[src/pio_pkg.sv]
// shared constants, types and helpers for the parallel port block
`default_nettype none
package pio_pkg;
    // register addresses
    localparam logic [7:0] ADDR_PORT0   = 8'h00;
    localparam logic [7:0] ADDR_PORT1   = 8'h01;
    localparam logic [7:0] ADDR_PORT2   = 8'h02;
    localparam logic [7:0] ADDR_P2DIR   = 8'hf6;
    localparam logic [7:0] ADDR_P3MODE  = 8'hf7;
    localparam logic [7:0] ADDR_P01DIR  = 8'hf8;
    // reset values: every port comes up as input, no handshake
    localparam logic [7:0] RST_P01DIR   = 8'h49;
    localparam logic [7:0] RST_P2DIR    = 8'hff;
    localparam logic [7:0] RST_P3MODE   = 8'h00;
    localparam logic [7:0] RST_DATA     = 8'h00;
    // field positions
    localparam int P01_LO_LSB  = 0;
    localparam int P01_PB_LSB  = 3;
    localparam int P01_HI_LSB  = 6;
    localparam int MOD_P0_HS   = 2;
    localparam int MOD_PB_LSB  = 3;
    localparam int MOD_PC_HS   = 6;
    localparam int PC_SER_IN   = 0;
    localparam int PC_MASTER   = 7;
    // two-bit direction codes and the port one handshake mode code
    localparam logic [1:0] DIR_OUT = 2'h0;
    localparam logic [1:0] DIR_IN  = 2'h1;
    localparam logic [1:0] HS_BOTH = 2'h3;
    // handshake states, gray along idle -> held -> release
    typedef enum logic [1:0] {
        HS_IDLE    = 2'h0,
        HS_HELD    = 2'h1,
        HS_RELEASE = 2'h3
    } hs_state_t;

    function automatic logic dir_is_out(input logic [1:0] code);
        return code == DIR_OUT;
    endfunction : dir_is_out

    function automatic logic dir_is_in(input logic [1:0] code);
        return code == DIR_IN;
    endfunction : dir_is_in
endpackage : pio_pkg
`default_nettype wire

[src/port_handshake.sv]
// two-flop level synchroniser and the interlocked handshake engine
`default_nettype none
module level_sync2 (
    input  wire logic mclk,
    input  wire logic rst_n,
    input  wire logic din,
    output logic      dout
);
    logic meta_q;
    // first flop feeds the second only
    always_ff @(posedge mclk or negedge rst_n) begin
        if (!rst_n) begin
            meta_q <= 1'b1;
            dout   <= 1'b1;
        end else begin
            meta_q <= din;
            dout   <= meta_q;
        end
    end
endmodule : level_sync2

module port_handshake
    import pio_pkg::*;
#(
    parameter int DATA_W = 8
) (
    input  wire logic              mclk,
    input  wire logic              rst_n,
    input  wire logic              enable,
    input  wire logic              dir_in,
    input  wire logic              line_in,
    input  wire logic              rd_pulse,
    input  wire logic              wr_pulse,
    input  wire logic [DATA_W-1:0] pin_data,
    output logic                   line_out,
    output logic      [DATA_W-1:0] latch_q
);
    if (DATA_W < 1) begin : g_chk
        $error("port_handshake: DATA_W must be at least 1");
    end

    logic      line_s;
    logic      line_d;
    logic      cap;
    hs_state_t state_q;
    hs_state_t state_d;

    level_sync2 u_sync (
        .mclk (mclk),
        .rst_n(rst_n),
        .din  (line_in),
        .dout (line_s)
    );

    always_comb begin
        state_d = state_q;
        line_d  = line_out;
        cap     = 1'b0;
        if (!enable) begin
            state_d = HS_IDLE;
            line_d  = 1'b1;
        end else if (dir_in) begin
            case (state_q)
                HS_IDLE: begin
                    line_d = 1'b1;
                    if (!line_s) begin
                        cap     = 1'b1;
                        line_d  = 1'b0;
                        state_d = HS_HELD;
                    end
                end
                HS_HELD: begin
                    if (rd_pulse) begin
                        state_d = HS_RELEASE;
                    end
                end
                HS_RELEASE: begin
                    if (line_s) begin
                        line_d  = 1'b1;
                        state_d = HS_IDLE;
                    end
                end
                default: begin
                    state_d = HS_IDLE;
                end
            endcase
        end else begin
            case (state_q)
                HS_IDLE: begin
                    line_d = 1'b1;
                    if (wr_pulse && line_s) begin
                        line_d  = 1'b0;
                        state_d = HS_HELD;
                    end
                end
                HS_HELD: begin
                    if (!line_s) begin
                        line_d  = 1'b1;
                        state_d = HS_IDLE;
                    end
                end
                default: begin
                    state_d = HS_IDLE;
                end
            endcase
        end
    end

    always_ff @(posedge mclk or negedge rst_n) begin
        if (!rst_n) begin
            state_q  <= HS_IDLE;
            line_out <= 1'b1;
            latch_q  <= '0;
        end else begin
            state_q  <= state_d;
            line_out <= line_d;
            if (cap) begin
                latch_q <= pin_data;
            end
        end
    end

    a_out_strobe_low : assert property (@(posedge mclk) disable iff (!rst_n)
        enable && !dir_in && state_q == HS_IDLE && wr_pulse && line_s
        |=> !line_out [*1] ##0 state_q == HS_HELD)
        else $error("output strobe not asserted on write");
    a_latch_hold : assert property (@(posedge mclk) disable iff (!rst_n)
        enable && dir_in && state_q != HS_IDLE && $stable(enable)
        |=> $stable(latch_q))
        else $error("held input data overwritten");
    a_ready_return : assert property (@(posedge mclk) disable iff (!rst_n)
        $rose(line_out) && enable && $past(enable) && dir_in
        |-> $past(state_q) == HS_RELEASE && $past(line_s))
        else $error("ready raised before read and strobe high");
endmodule : port_handshake
`default_nettype wire

[src/parallel_ports_handshake_select.sv]
// three parallel ports with direction control and interlocked handshake
// Functional notes
// - mode bit D2 puts port zero under handshake
// - port zero uses lines two and five
// - port zero handshake follows upper nibble direction
// - port one byte out 00, in 01
// - port one data at 01h, read returns data
// - output bits read back the pin level
// - handshake inputs read the strobed latch
// - mode bits D4:D3 both set: port one handshake
// - port one uses lines three and four
// - port one handshake follows byte direction
// - port two per-bit direction, 1 is input
// - serial enable takes bit 0 and 7
// - port two write drives outputs at once
// - mode bit 6 puts port two under handshake
// - port two uses lines one and six
// - port two handshake follows bit 7 direction
// - port zero nibbles coded 00 out, 01 in
// - first strobe latches, held until port read
// - ready low after latch, high after read
// - write strobes only while ready is high
`default_nettype none
module parallel_ports_handshake_select
    import pio_pkg::*;
(
    input  wire logic       mclk,
    input  wire logic       rst_n,
    input  wire logic [7:0] reg_addr,
    input  wire logic       reg_wr,
    input  wire logic       reg_rd,
    input  wire logic [7:0] reg_wdata,
    output logic      [7:0] reg_rdata,
    input  wire logic [7:0] port_zero_in,
    output logic      [7:0] port_zero_out,
    output logic      [7:0] port_zero_oe_n,
    input  wire logic [7:0] port_one_in,
    output logic      [7:0] port_one_out,
    output logic      [7:0] port_one_oe_n,
    input  wire logic [7:0] port_two_in,
    output logic      [7:0] port_two_out,
    output logic      [7:0] port_two_oe_n,
    input  wire logic       hs_line_one,
    input  wire logic       hs_line_two,
    input  wire logic       hs_line_three,
    output logic            hs_line_four,
    output logic            hs_line_five,
    output logic            hs_line_six,
    input  wire logic       spi_enable,
    input  wire logic       spi_data_out,
    output logic            serial_data_in
);
    // configuration registers
    logic [7:0] p01_dir_q;
    logic [7:0] pc_dir_q;
    logic [7:0] p3_mode_q;
    logic [7:0] pc_data_q;

    // address decode
    wire hit_p0  = reg_addr == ADDR_PORT0;
    wire hit_pb  = reg_addr == ADDR_PORT1;
    wire hit_pc  = reg_addr == ADDR_PORT2;
    wire hit_pcm = reg_addr == ADDR_P2DIR;
    wire hit_p3m = reg_addr == ADDR_P3MODE;
    wire hit_p01 = reg_addr == ADDR_P01DIR;

    wire wr_p0  = reg_wr && hit_p0;
    wire wr_pb  = reg_wr && hit_pb;
    wire wr_pc  = reg_wr && hit_pc;
    wire wr_pcm = reg_wr && hit_pcm;
    wire wr_p3m = reg_wr && hit_p3m;
    wire wr_p01 = reg_wr && hit_p01;
    wire rd_p0  = reg_rd && hit_p0;
    wire rd_pb  = reg_rd && hit_pb;
    wire rd_pc  = reg_rd && hit_pc;

    // direction fields
    wire [1:0] p0_lo_code = p01_dir_q[P01_LO_LSB +: 2];
    wire [1:0] p0_hi_code = p01_dir_q[P01_HI_LSB +: 2];
    wire [1:0] pb_code    = p01_dir_q[P01_PB_LSB +: 2];

    // codes other than 00 and 01 leave the pins undriven
    wire p0_lo_out = dir_is_out(p0_lo_code);
    wire p0_hi_out = dir_is_out(p0_hi_code);
    wire p0_hi_in  = dir_is_in(p0_hi_code);
    wire pb_out    = dir_is_out(pb_code);
    wire pb_in     = dir_is_in(pb_code);

    // handshake enables
    wire hs0_en = p3_mode_q[MOD_P0_HS];
    wire hs1_en = p3_mode_q[MOD_PB_LSB +: 2] == HS_BOTH;
    wire hs2_en = p3_mode_q[MOD_PC_HS];

    // handshake directions
    wire hs0_dir_in = p0_hi_in;
    wire hs1_dir_in = pb_in;
    wire hs2_dir_in = pc_dir_q[PC_MASTER];

    // lower nibble joins only when coded like the upper one
    wire       p0_lo_same = p0_lo_code == p0_hi_code;
    wire [7:0] hs0_mask   = {4'hf, {4{p0_lo_same}}};
    wire [7:0] hs2_mask   = ~(pc_dir_q ^ {8{hs2_dir_in}});

    // handshake engine outputs
    wire       hs0_line;
    wire       hs1_line;
    wire       hs2_line;
    wire [7:0] hs0_latch;
    wire [7:0] hs1_latch;
    wire [7:0] hs2_latch;

    // read select: masked input bits under handshake show the latch
    function automatic logic [7:0] port_read(
        input logic       en,
        input logic       dir_in,
        input logic [7:0] mask,
        input logic [7:0] latch,
        input logic [7:0] pins
    );
        logic [7:0] sel;
        sel = (en && dir_in) ? mask : 8'h00;
        return (latch & sel) | (pins & ~sel);
    endfunction : port_read

    wire [7:0] rd_data_p0 =
        port_read(hs0_en, hs0_dir_in, hs0_mask, hs0_latch,
                  port_zero_in);
    wire [7:0] rd_data_pb =
        port_read(hs1_en, hs1_dir_in, 8'hff, hs1_latch,
                  port_one_in);
    wire [7:0] rd_data_pc =
        port_read(hs2_en, hs2_dir_in, hs2_mask, hs2_latch,
                  port_two_in);

    // mode register reads as zero since it is write-only
    wire [7:0] rdata_d =
        hit_p0  ? rd_data_p0 :
        hit_pb  ? rd_data_pb :
        hit_pc  ? rd_data_pc :
        hit_pcm ? pc_dir_q   :
        hit_p01 ? p01_dir_q  : 8'h00;

    // next pin drive
    wire [7:0] p0_oe_n_d = ~{{4{p0_hi_out}}, {4{p0_lo_out}}};
    wire [7:0] pb_oe_n_d = {8{~pb_out}};
    wire [7:0] pc_oe_n_spi =
        {1'b0, pc_dir_q[6:1], 1'b1};
    wire [7:0] pc_oe_n_d = spi_enable ? pc_oe_n_spi
                                      : pc_dir_q;
    // write data reaches the pins on the same edge it is stored
    wire [7:0] pc_data_d = wr_pc ? reg_wdata : pc_data_q;
    wire [7:0] pc_out_d  = spi_enable
                         ? {spi_data_out, pc_data_d[6:0]}
                         : pc_data_d;

    // handshake engines; line pairs are fixed per port
    port_handshake #(.DATA_W(8)) u_hs0 (
        .mclk    (mclk),
        .rst_n   (rst_n),
        .enable  (hs0_en),
        .dir_in  (hs0_dir_in),
        .line_in (hs_line_two),
        .rd_pulse(rd_p0),
        .wr_pulse(wr_p0),
        .pin_data(port_zero_in),
        .line_out(hs0_line),
        .latch_q (hs0_latch)
    );

    port_handshake #(.DATA_W(8)) u_hs1 (
        .mclk    (mclk),
        .rst_n   (rst_n),
        .enable  (hs1_en),
        .dir_in  (hs1_dir_in),
        .line_in (hs_line_three),
        .rd_pulse(rd_pb),
        .wr_pulse(wr_pb),
        .pin_data(port_one_in),
        .line_out(hs1_line),
        .latch_q (hs1_latch)
    );

    port_handshake #(.DATA_W(8)) u_hs2 (
        .mclk    (mclk),
        .rst_n   (rst_n),
        .enable  (hs2_en),
        .dir_in  (hs2_dir_in),
        .line_in (hs_line_one),
        .rd_pulse(rd_pc),
        .wr_pulse(wr_pc),
        .pin_data(port_two_in),
        .line_out(hs2_line),
        .latch_q (hs2_latch)
    );

    // engine outputs are flops; retimed once more to keep pins registered
    always_ff @(posedge mclk or negedge rst_n) begin
        if (!rst_n) begin
            hs_line_four <= 1'b1;
            hs_line_five <= 1'b1;
            hs_line_six  <= 1'b1;
        end else begin
            hs_line_four <= hs1_line;
            hs_line_five <= hs0_line;
            hs_line_six  <= hs2_line;
        end
    end

    // configuration registers
    always_ff @(posedge mclk or negedge rst_n) begin
        if (!rst_n) begin
            p01_dir_q <= RST_P01DIR;
            pc_dir_q  <= RST_P2DIR;
            p3_mode_q <= RST_P3MODE;
        end else begin
            if (wr_p01) begin
                p01_dir_q <= reg_wdata;
            end
            if (wr_pcm) begin
                pc_dir_q <= reg_wdata;
            end
            if (wr_p3m) begin
                p3_mode_q <= reg_wdata;
            end
        end
    end

    // output registers; input ports still store writes for later use
    always_ff @(posedge mclk or negedge rst_n) begin
        if (!rst_n) begin
            port_zero_out <= RST_DATA;
            port_one_out  <= RST_DATA;
            pc_data_q     <= RST_DATA;
            port_two_out  <= RST_DATA;
        end else begin
            if (wr_p0) begin
                port_zero_out <= reg_wdata;
            end
            if (wr_pb) begin
                port_one_out <= reg_wdata;
            end
            pc_data_q    <= pc_data_d;
            port_two_out <= pc_out_d;
        end
    end

    // pin enables and serial input tap
    always_ff @(posedge mclk or negedge rst_n) begin
        if (!rst_n) begin
            port_zero_oe_n <= 8'hff;
            port_one_oe_n  <= 8'hff;
            port_two_oe_n  <= 8'hff;
            serial_data_in <= 1'b1;
        end else begin
            port_zero_oe_n <= p0_oe_n_d;
            port_one_oe_n  <= pb_oe_n_d;
            port_two_oe_n  <= pc_oe_n_d;
            serial_data_in <= port_two_in[PC_SER_IN];
        end
    end

    // read data answers one cycle after the read and then holds
    always_ff @(posedge mclk or negedge rst_n) begin
        if (!rst_n) begin
            reg_rdata <= 8'h00;
        end else if (reg_rd) begin
            reg_rdata <= rdata_d;
        end
    end

    a_p0_hs_idle : assert property (@(posedge mclk) disable iff (!rst_n)
        !hs0_en ##1 !hs0_en |=> hs_line_five)
        else $error("port zero line five moved without handshake");
    a_pb_dir_out : assert property (@(posedge mclk) disable iff (!rst_n)
        pb_code == DIR_OUT |=> port_one_oe_n == 8'h00)
        else $error("port one not driven as output");
    a_pb_dir_in : assert property (@(posedge mclk) disable iff (!rst_n)
        pb_code == DIR_IN |=> port_one_oe_n == 8'hff)
        else $error("port one driven while input");
    a_pb_write : assert property (@(posedge mclk) disable iff (!rst_n)
        wr_pb |=> port_one_out == $past(reg_wdata))
        else $error("port one write not stored");
    a_pb_read_pin : assert property (@(posedge mclk) disable iff (!rst_n)
        rd_pb && pb_out |=> reg_rdata == $past(port_one_in))
        else $error("port one output read not pin level");
    a_pc_dir_bits : assert property (@(posedge mclk) disable iff (!rst_n)
        !spi_enable |=> port_two_oe_n == $past(pc_dir_q))
        else $error("port two drive does not follow direction");
    a_pc_write_out : assert property (@(posedge mclk) disable iff (!rst_n)
        wr_pc |=> port_two_out[6:0] == $past(reg_wdata[6:0]))
        else $error("port two write not driven at once");
    a_spi_override : assert property (@(posedge mclk) disable iff (!rst_n)
        spi_enable |=> port_two_out[PC_MASTER] == $past(spi_data_out)
            && port_two_oe_n[PC_SER_IN])
        else $error("serial override not applied");
    a_pc_hs_read : assert property (@(posedge mclk) disable iff (!rst_n)
        rd_pc && hs2_en && hs2_dir_in && hs2_mask[PC_MASTER]
        |=> reg_rdata[PC_MASTER] == $past(hs2_latch[PC_MASTER]))
        else $error("handshake input read not from latch");
endmodule : parallel_ports_handshake_select
`default_nettype wire

[config.mk]
export PLATFORM = sky130hd
export DESIGN_NAME = parallel_ports_handshake_select
export DESIGN_NICKNAME = d
export VERILOG_FILES = /design/src/pio_pkg.sv /design/src/port_handshake.sv /design/src/parallel_ports_handshake_select.sv
export SDC_FILE = /design/constraint.sdc
export NUM_CORES = 1
export LEC_CHECK = 0
export ABC_AREA = 1
export CAP_MARGIN = 20
export CORE_AREA = 2 2 169 88
export CTS_CLUSTER_SIZE = 20
export DETAILED_ROUTE_END_ITERATION = 10
export DIE_AREA = 0 0 171 90
export DONT_BUFFER_PORTS = 1
export PLACE_DENSITY = 0.57
export RECOVER_POWER = 50
export SLEW_MARGIN = 10
export SYNTH_ARGS = -nofsm -noshare
export SYNTH_HDL_FRONTEND = slang
export SYNTH_SLANG_ARGS = --single-unit
[constraint.sdc]
create_clock -name mclk -period 1.96 [get_ports mclk]
set_input_delay 0.392 -clock mclk [delete_from_list [all_inputs] [get_ports mclk]]
set_output_delay 0.392 -clock mclk [all_outputs]
set_load 0.1 [all_outputs]
==> results by stage <==
Yosys:
- The count of different cell masters after synthesis is 34.
- Of the total synthesized cell area, the portion taken by XOR and XNOR cells is 0.
- The number of warnings reported in the yosys synthesis log is 0.
- Of the synthesized area, sequential elements account for 0.497.
- The post-synthesis mux area share is 0.0226.
- Of the total synthesized cell area, the portion taken by AND, OR, NAND and NOR gates is 0.250.
- The synthesized netlist occupies a cell area of 5480 µm².
- The share of the synthesized area in compound gates (AO/OA/AOI/OAI) was 0.0993.
- In this run, synthesis produced a sequential element count of roughly 110.
- The main combinational cell family by area after synthesis is simple AND/OR/NAND/NOR gates.
- The number of instances in the synthesized netlist is about 650.
- The number of nets in the synthesized netlist is roughly 710.
- In this run the mean area of a mapped cell was between 8 and 9 µm².
- Of the total synthesized cell area, the portion taken by full adders, half adders and majority gates is 0.0251.

GRT:
- The global-route usage over all layers is 0.198.
- The first global-routing pass estimated ~23 mm of wire.
- The number of antenna violations at the first check in global routing was 0.
- After global routing the overflow that remains totals 0.
- The pin count of the biggest net entering global routing is approximately 110.
- The number of global-route vias before repair is 4,164.

Floorplanning:
- The initial utilization of the core area, before any placement, comes to 0.390.
- Pin placement for this block handled about 110 I/O pins.
- The die height is around 90 µm.
- The site row count is 31.
- The core box area is 14,000 µm².
- Measured along the x axis, the die boundary spans around 170 µm.
- The die covers 15,400 µm².

Layout:
- The fraction of layout instances using a drive strength above 1 is 0.195.
- The final cell area excluding filler cells is between 6000 and 7000 µm².
- The area growth from synthesis to layout is 11.4%.
- The antenna diode count is 0.
- In the final design database the tool counted approximately 730 nets.

Route:
- The remaining antenna violation count after routing is 0.
- The number of iterations in the first detailed-routing pass is 5.
- The vias per cell is roughly 5.0.
- The routed via count is around 4,300.
- Wires add up to approximately 15 mm.
- The DRC violation total after the first TritonRoute iteration is roughly 290.
- Dividing the detail-routed wire length by the instance count gives between 15 and 20 µm.
- The detailed-route DRC error count is 0.

Place:
- OpenSTA, run right after detailed placement, puts the worst setup slack at 0.285 ns.
- Port buffering added 0 buffers.
- At the end of routability-driven placement, the weighted congestion stood at 0.860.
- The detailed-placement wirelength estimate is around 11 mm.
- Summing all placed instances gives a cell area of 5840 µm².

Timing:
- The sum of negative setup slack is 0 ns.
- The tightest hold path in the finished design has a slack of -0.275 ns.
- The final hold violation count came to ~110.
- The headroom to the max-slew limit is 0.428.
- The total setup violations reported at the end of the flow is 0.
- Setup slack on the critical path of the routed design comes to between 0.05 and 0.06 ns.
- The final max-slew violation count is 0.
- The final worst clock skew is between 0.008 and 0.009 ns.
- Static timing analysis puts the maximum clock frequency at roughly 530 MHz.
- Setup repair after global routing left no endpoint under its margin.
- Subtracting the final worst setup slack from the clock period gives between 1.5 and 2 ns.
- The final clock period utilization by the worst path is 0.969.
- At the pin with the least slew margin, the transition time is around 0.86 ns.

Power and ir drop:
- Power spread over the standard cell area amounts to 804 nW/µm².
- The worst vdd rail ir drop is 0.000416 V.
- After layout, the design draws a total of about 5 mW.
- For this design the static power due to leakage is 2.98 nW.

Setup path:
- The worst register-to-register path has a depth of 8.
- The worst-path maximum fanout is 6.
- Data on the critical path arrives at its endpoint at 1.51 ns.
- In this run the number of cells on the critical path is 1.
- The combined buffer and inverter count along the critical path is 1.
- The critical path's slowest cell is sky130_fd_sc_hd__dfstp_4.
- The element type at the critical path end is an output pin.
- The startpoint kind of the worst setup timing path is a flop.
- The signal on the critical path passes through buf_16.
- At the worst endpoint, the required time is between 1.5 and 2 ns.
- The kind of cell with the highest combined delay along the critical path is flip-flops.
- The delay of the slowest cell on the worst path is about 0.65 ns.
- The category of the most critical setup path is flop to output pin.

Clock network:
- Clock tree synthesis inserted a total of 9 buffers.
- The H-tree depth is 3.
- The TritonCTS clock tree is built.
- The clock tree root driver cell is sky130_fd_sc_hd__clkbuf_16.
- The number of sinks driven by the clock tree is approximately 110.
- The clock passes through at most 2 buffers.
- The later-pin clock latency in the skew report is ~0.35 ns.
- The clock transition at the registers of the reported paths is about 0.08 ns.

Run status:
- The run finished, with violations left.
- The checks that failed: negative hold slack.

Run:
- Across the run, the number of max-cap violations was 0.

Min path:
- The worst hold path class is input port to async pin.
final cells by class:
type / instances / area, µm²
Clock inverter: 7 / 58.8
Multi-Input combinational cell: 426 / 2170
Tap cell: 198 / 248
Fill cell: 1412 / 7940
Sequential cell: 107 / 2730
Inverter: 77 / 292
Clock buffer: 9 / 225
Timing Repair Buffer: 46 / 383
final timing paths:
check	start	slack, ns	end
min in group mclk	hs_line_three	0.03	u_hs1.u_sync.meta_q$_DFF_PN1_
worst min-delay path	rst_n	-0.27	port_one_out[1]$_DFFE_PN0N_
worst max-delay path	port_one_oe_n[0]$_DFF_PN1_	0.06	port_one_oe_n[2]
worst max register to register	pc_dir_q[7]$_DFFE_PN1P_	0.23	u_hs2.state_q[1]$_DFFE_PN0P_
max in group asynchronous	rst_n	1.96	hs_line_six$_DFF_PN1_
worst min register to register	u_hs2.u_sync.meta_q$_DFF_PN1_	0.36	u_hs2.u_sync.dout$_DFF_PN1_
kinds of logic (layout without fill, tap and decap cells):
group | Yosys count | in the layout
AOI/OAI and AO/OA | 93 | 93
DFF | 107 | 107
and+or+nand+nor | 311 | 311
adders and majority gates | 11 | 11
muxes | 11 | 11
buffers and inverters | 114 | 139
registers in the layout, indices dropped and copies added, names as in the netlist, 4 cells and up:
signal         cells
p01_dir_q          8
p3_mode_q          4
pc_data_q          5
pc_dir_q           8
port_one_out       8
port_two_oe_n      8
port_two_out       4
port_zero_out      8
reg_rdata          8
u_hs0.latch_q      8
u_hs1.latch_q      8
u_hs2.latch_q      8
cells in the final DEF, fill, tap and decap left out, drive strengths merged, types with 3 or more instances in the layout:
cell type and count:
nand4 6, nor2 54, inv 80, buf 44
dfstp 35, nand3 54, mux2 11, nor3 4
nand2 191, ha 11, clkbuf 11, o21ai 78
dfrtp 72, clkinv 3, a21oi 11
synthesized netlist by cell type, drive strengths merged:
library cell  instances  area (µm²)
a21oi                11        66.3
buf                  36         288
clkbuf                1        3.75
clkinv                1        3.75
dfrtp                72        1800
dfstp                35         920
ha                   11         138
inv                  76         288
mux2                 11         124
nand2               191         739
nand3                54         280
nand4                 6        58.8
nor2                 54         233
nor3                  4        31.3
nor4                  2        27.5
o21a                  2        15.0
o21ai                78         450
o22ai                 2        12.5
power breakdown:
| group | total (mW) | internal [mW] | switching (mW) | leakage [nW] |
|---|---|---|---|---|
| clock network | 1.78 | 0.887 | 0.892 | 0.139 |
| logic | 0.597 | 0.136 | 0.461 | 1.59 |
| registers | 2.53 | 2.35 | 0.186 | 1.25 |
| total | 4.91 | 3.37 | 1.54 | 2.98 |
worst reg2reg max path, stage by stage, from the launching register on:
cell                      delay, ns
sky130_fd_sc_hd__dfstp_1       0.57
sky130_fd_sc_hd__nand2_1       0.18
sky130_fd_sc_hd__buf_4         0.22
sky130_fd_sc_hd__o21ai_0       0.23
sky130_fd_sc_hd__nand2_1       0.12
sky130_fd_sc_hd__nand2_1       0.12
sky130_fd_sc_hd__a21oi_4       0.05
sky130_fd_sc_hd__nand3_1       0.08
sky130_fd_sc_hd__nand2_1       0.05
routing by layer:
| metal | global-route usage | routed length, µm |
|---|---|---|
| met1 | 0.307 | 7460 |
| met2 | 0.260 | 5760 |
| met3 | 0.0643 | 1120 |
| met4 | 0.0487 | 218 |
| met5 | 0 | 0 |
metrics by stage:
step,cells,utilization
floorplan,647,-
global placement,854,0.416
detailed placement,854,0.416
CTS,870,0.436
global route,870,0.435
finish,870,0.435
repair_timing:
item / 4_1_cts / 5_1_grt
gates resized for setup: 0 / 0
buffers inserted: 0 / 0
hold endpoints to repair: 107 / 107
Power figures use the tool's default switching activity.
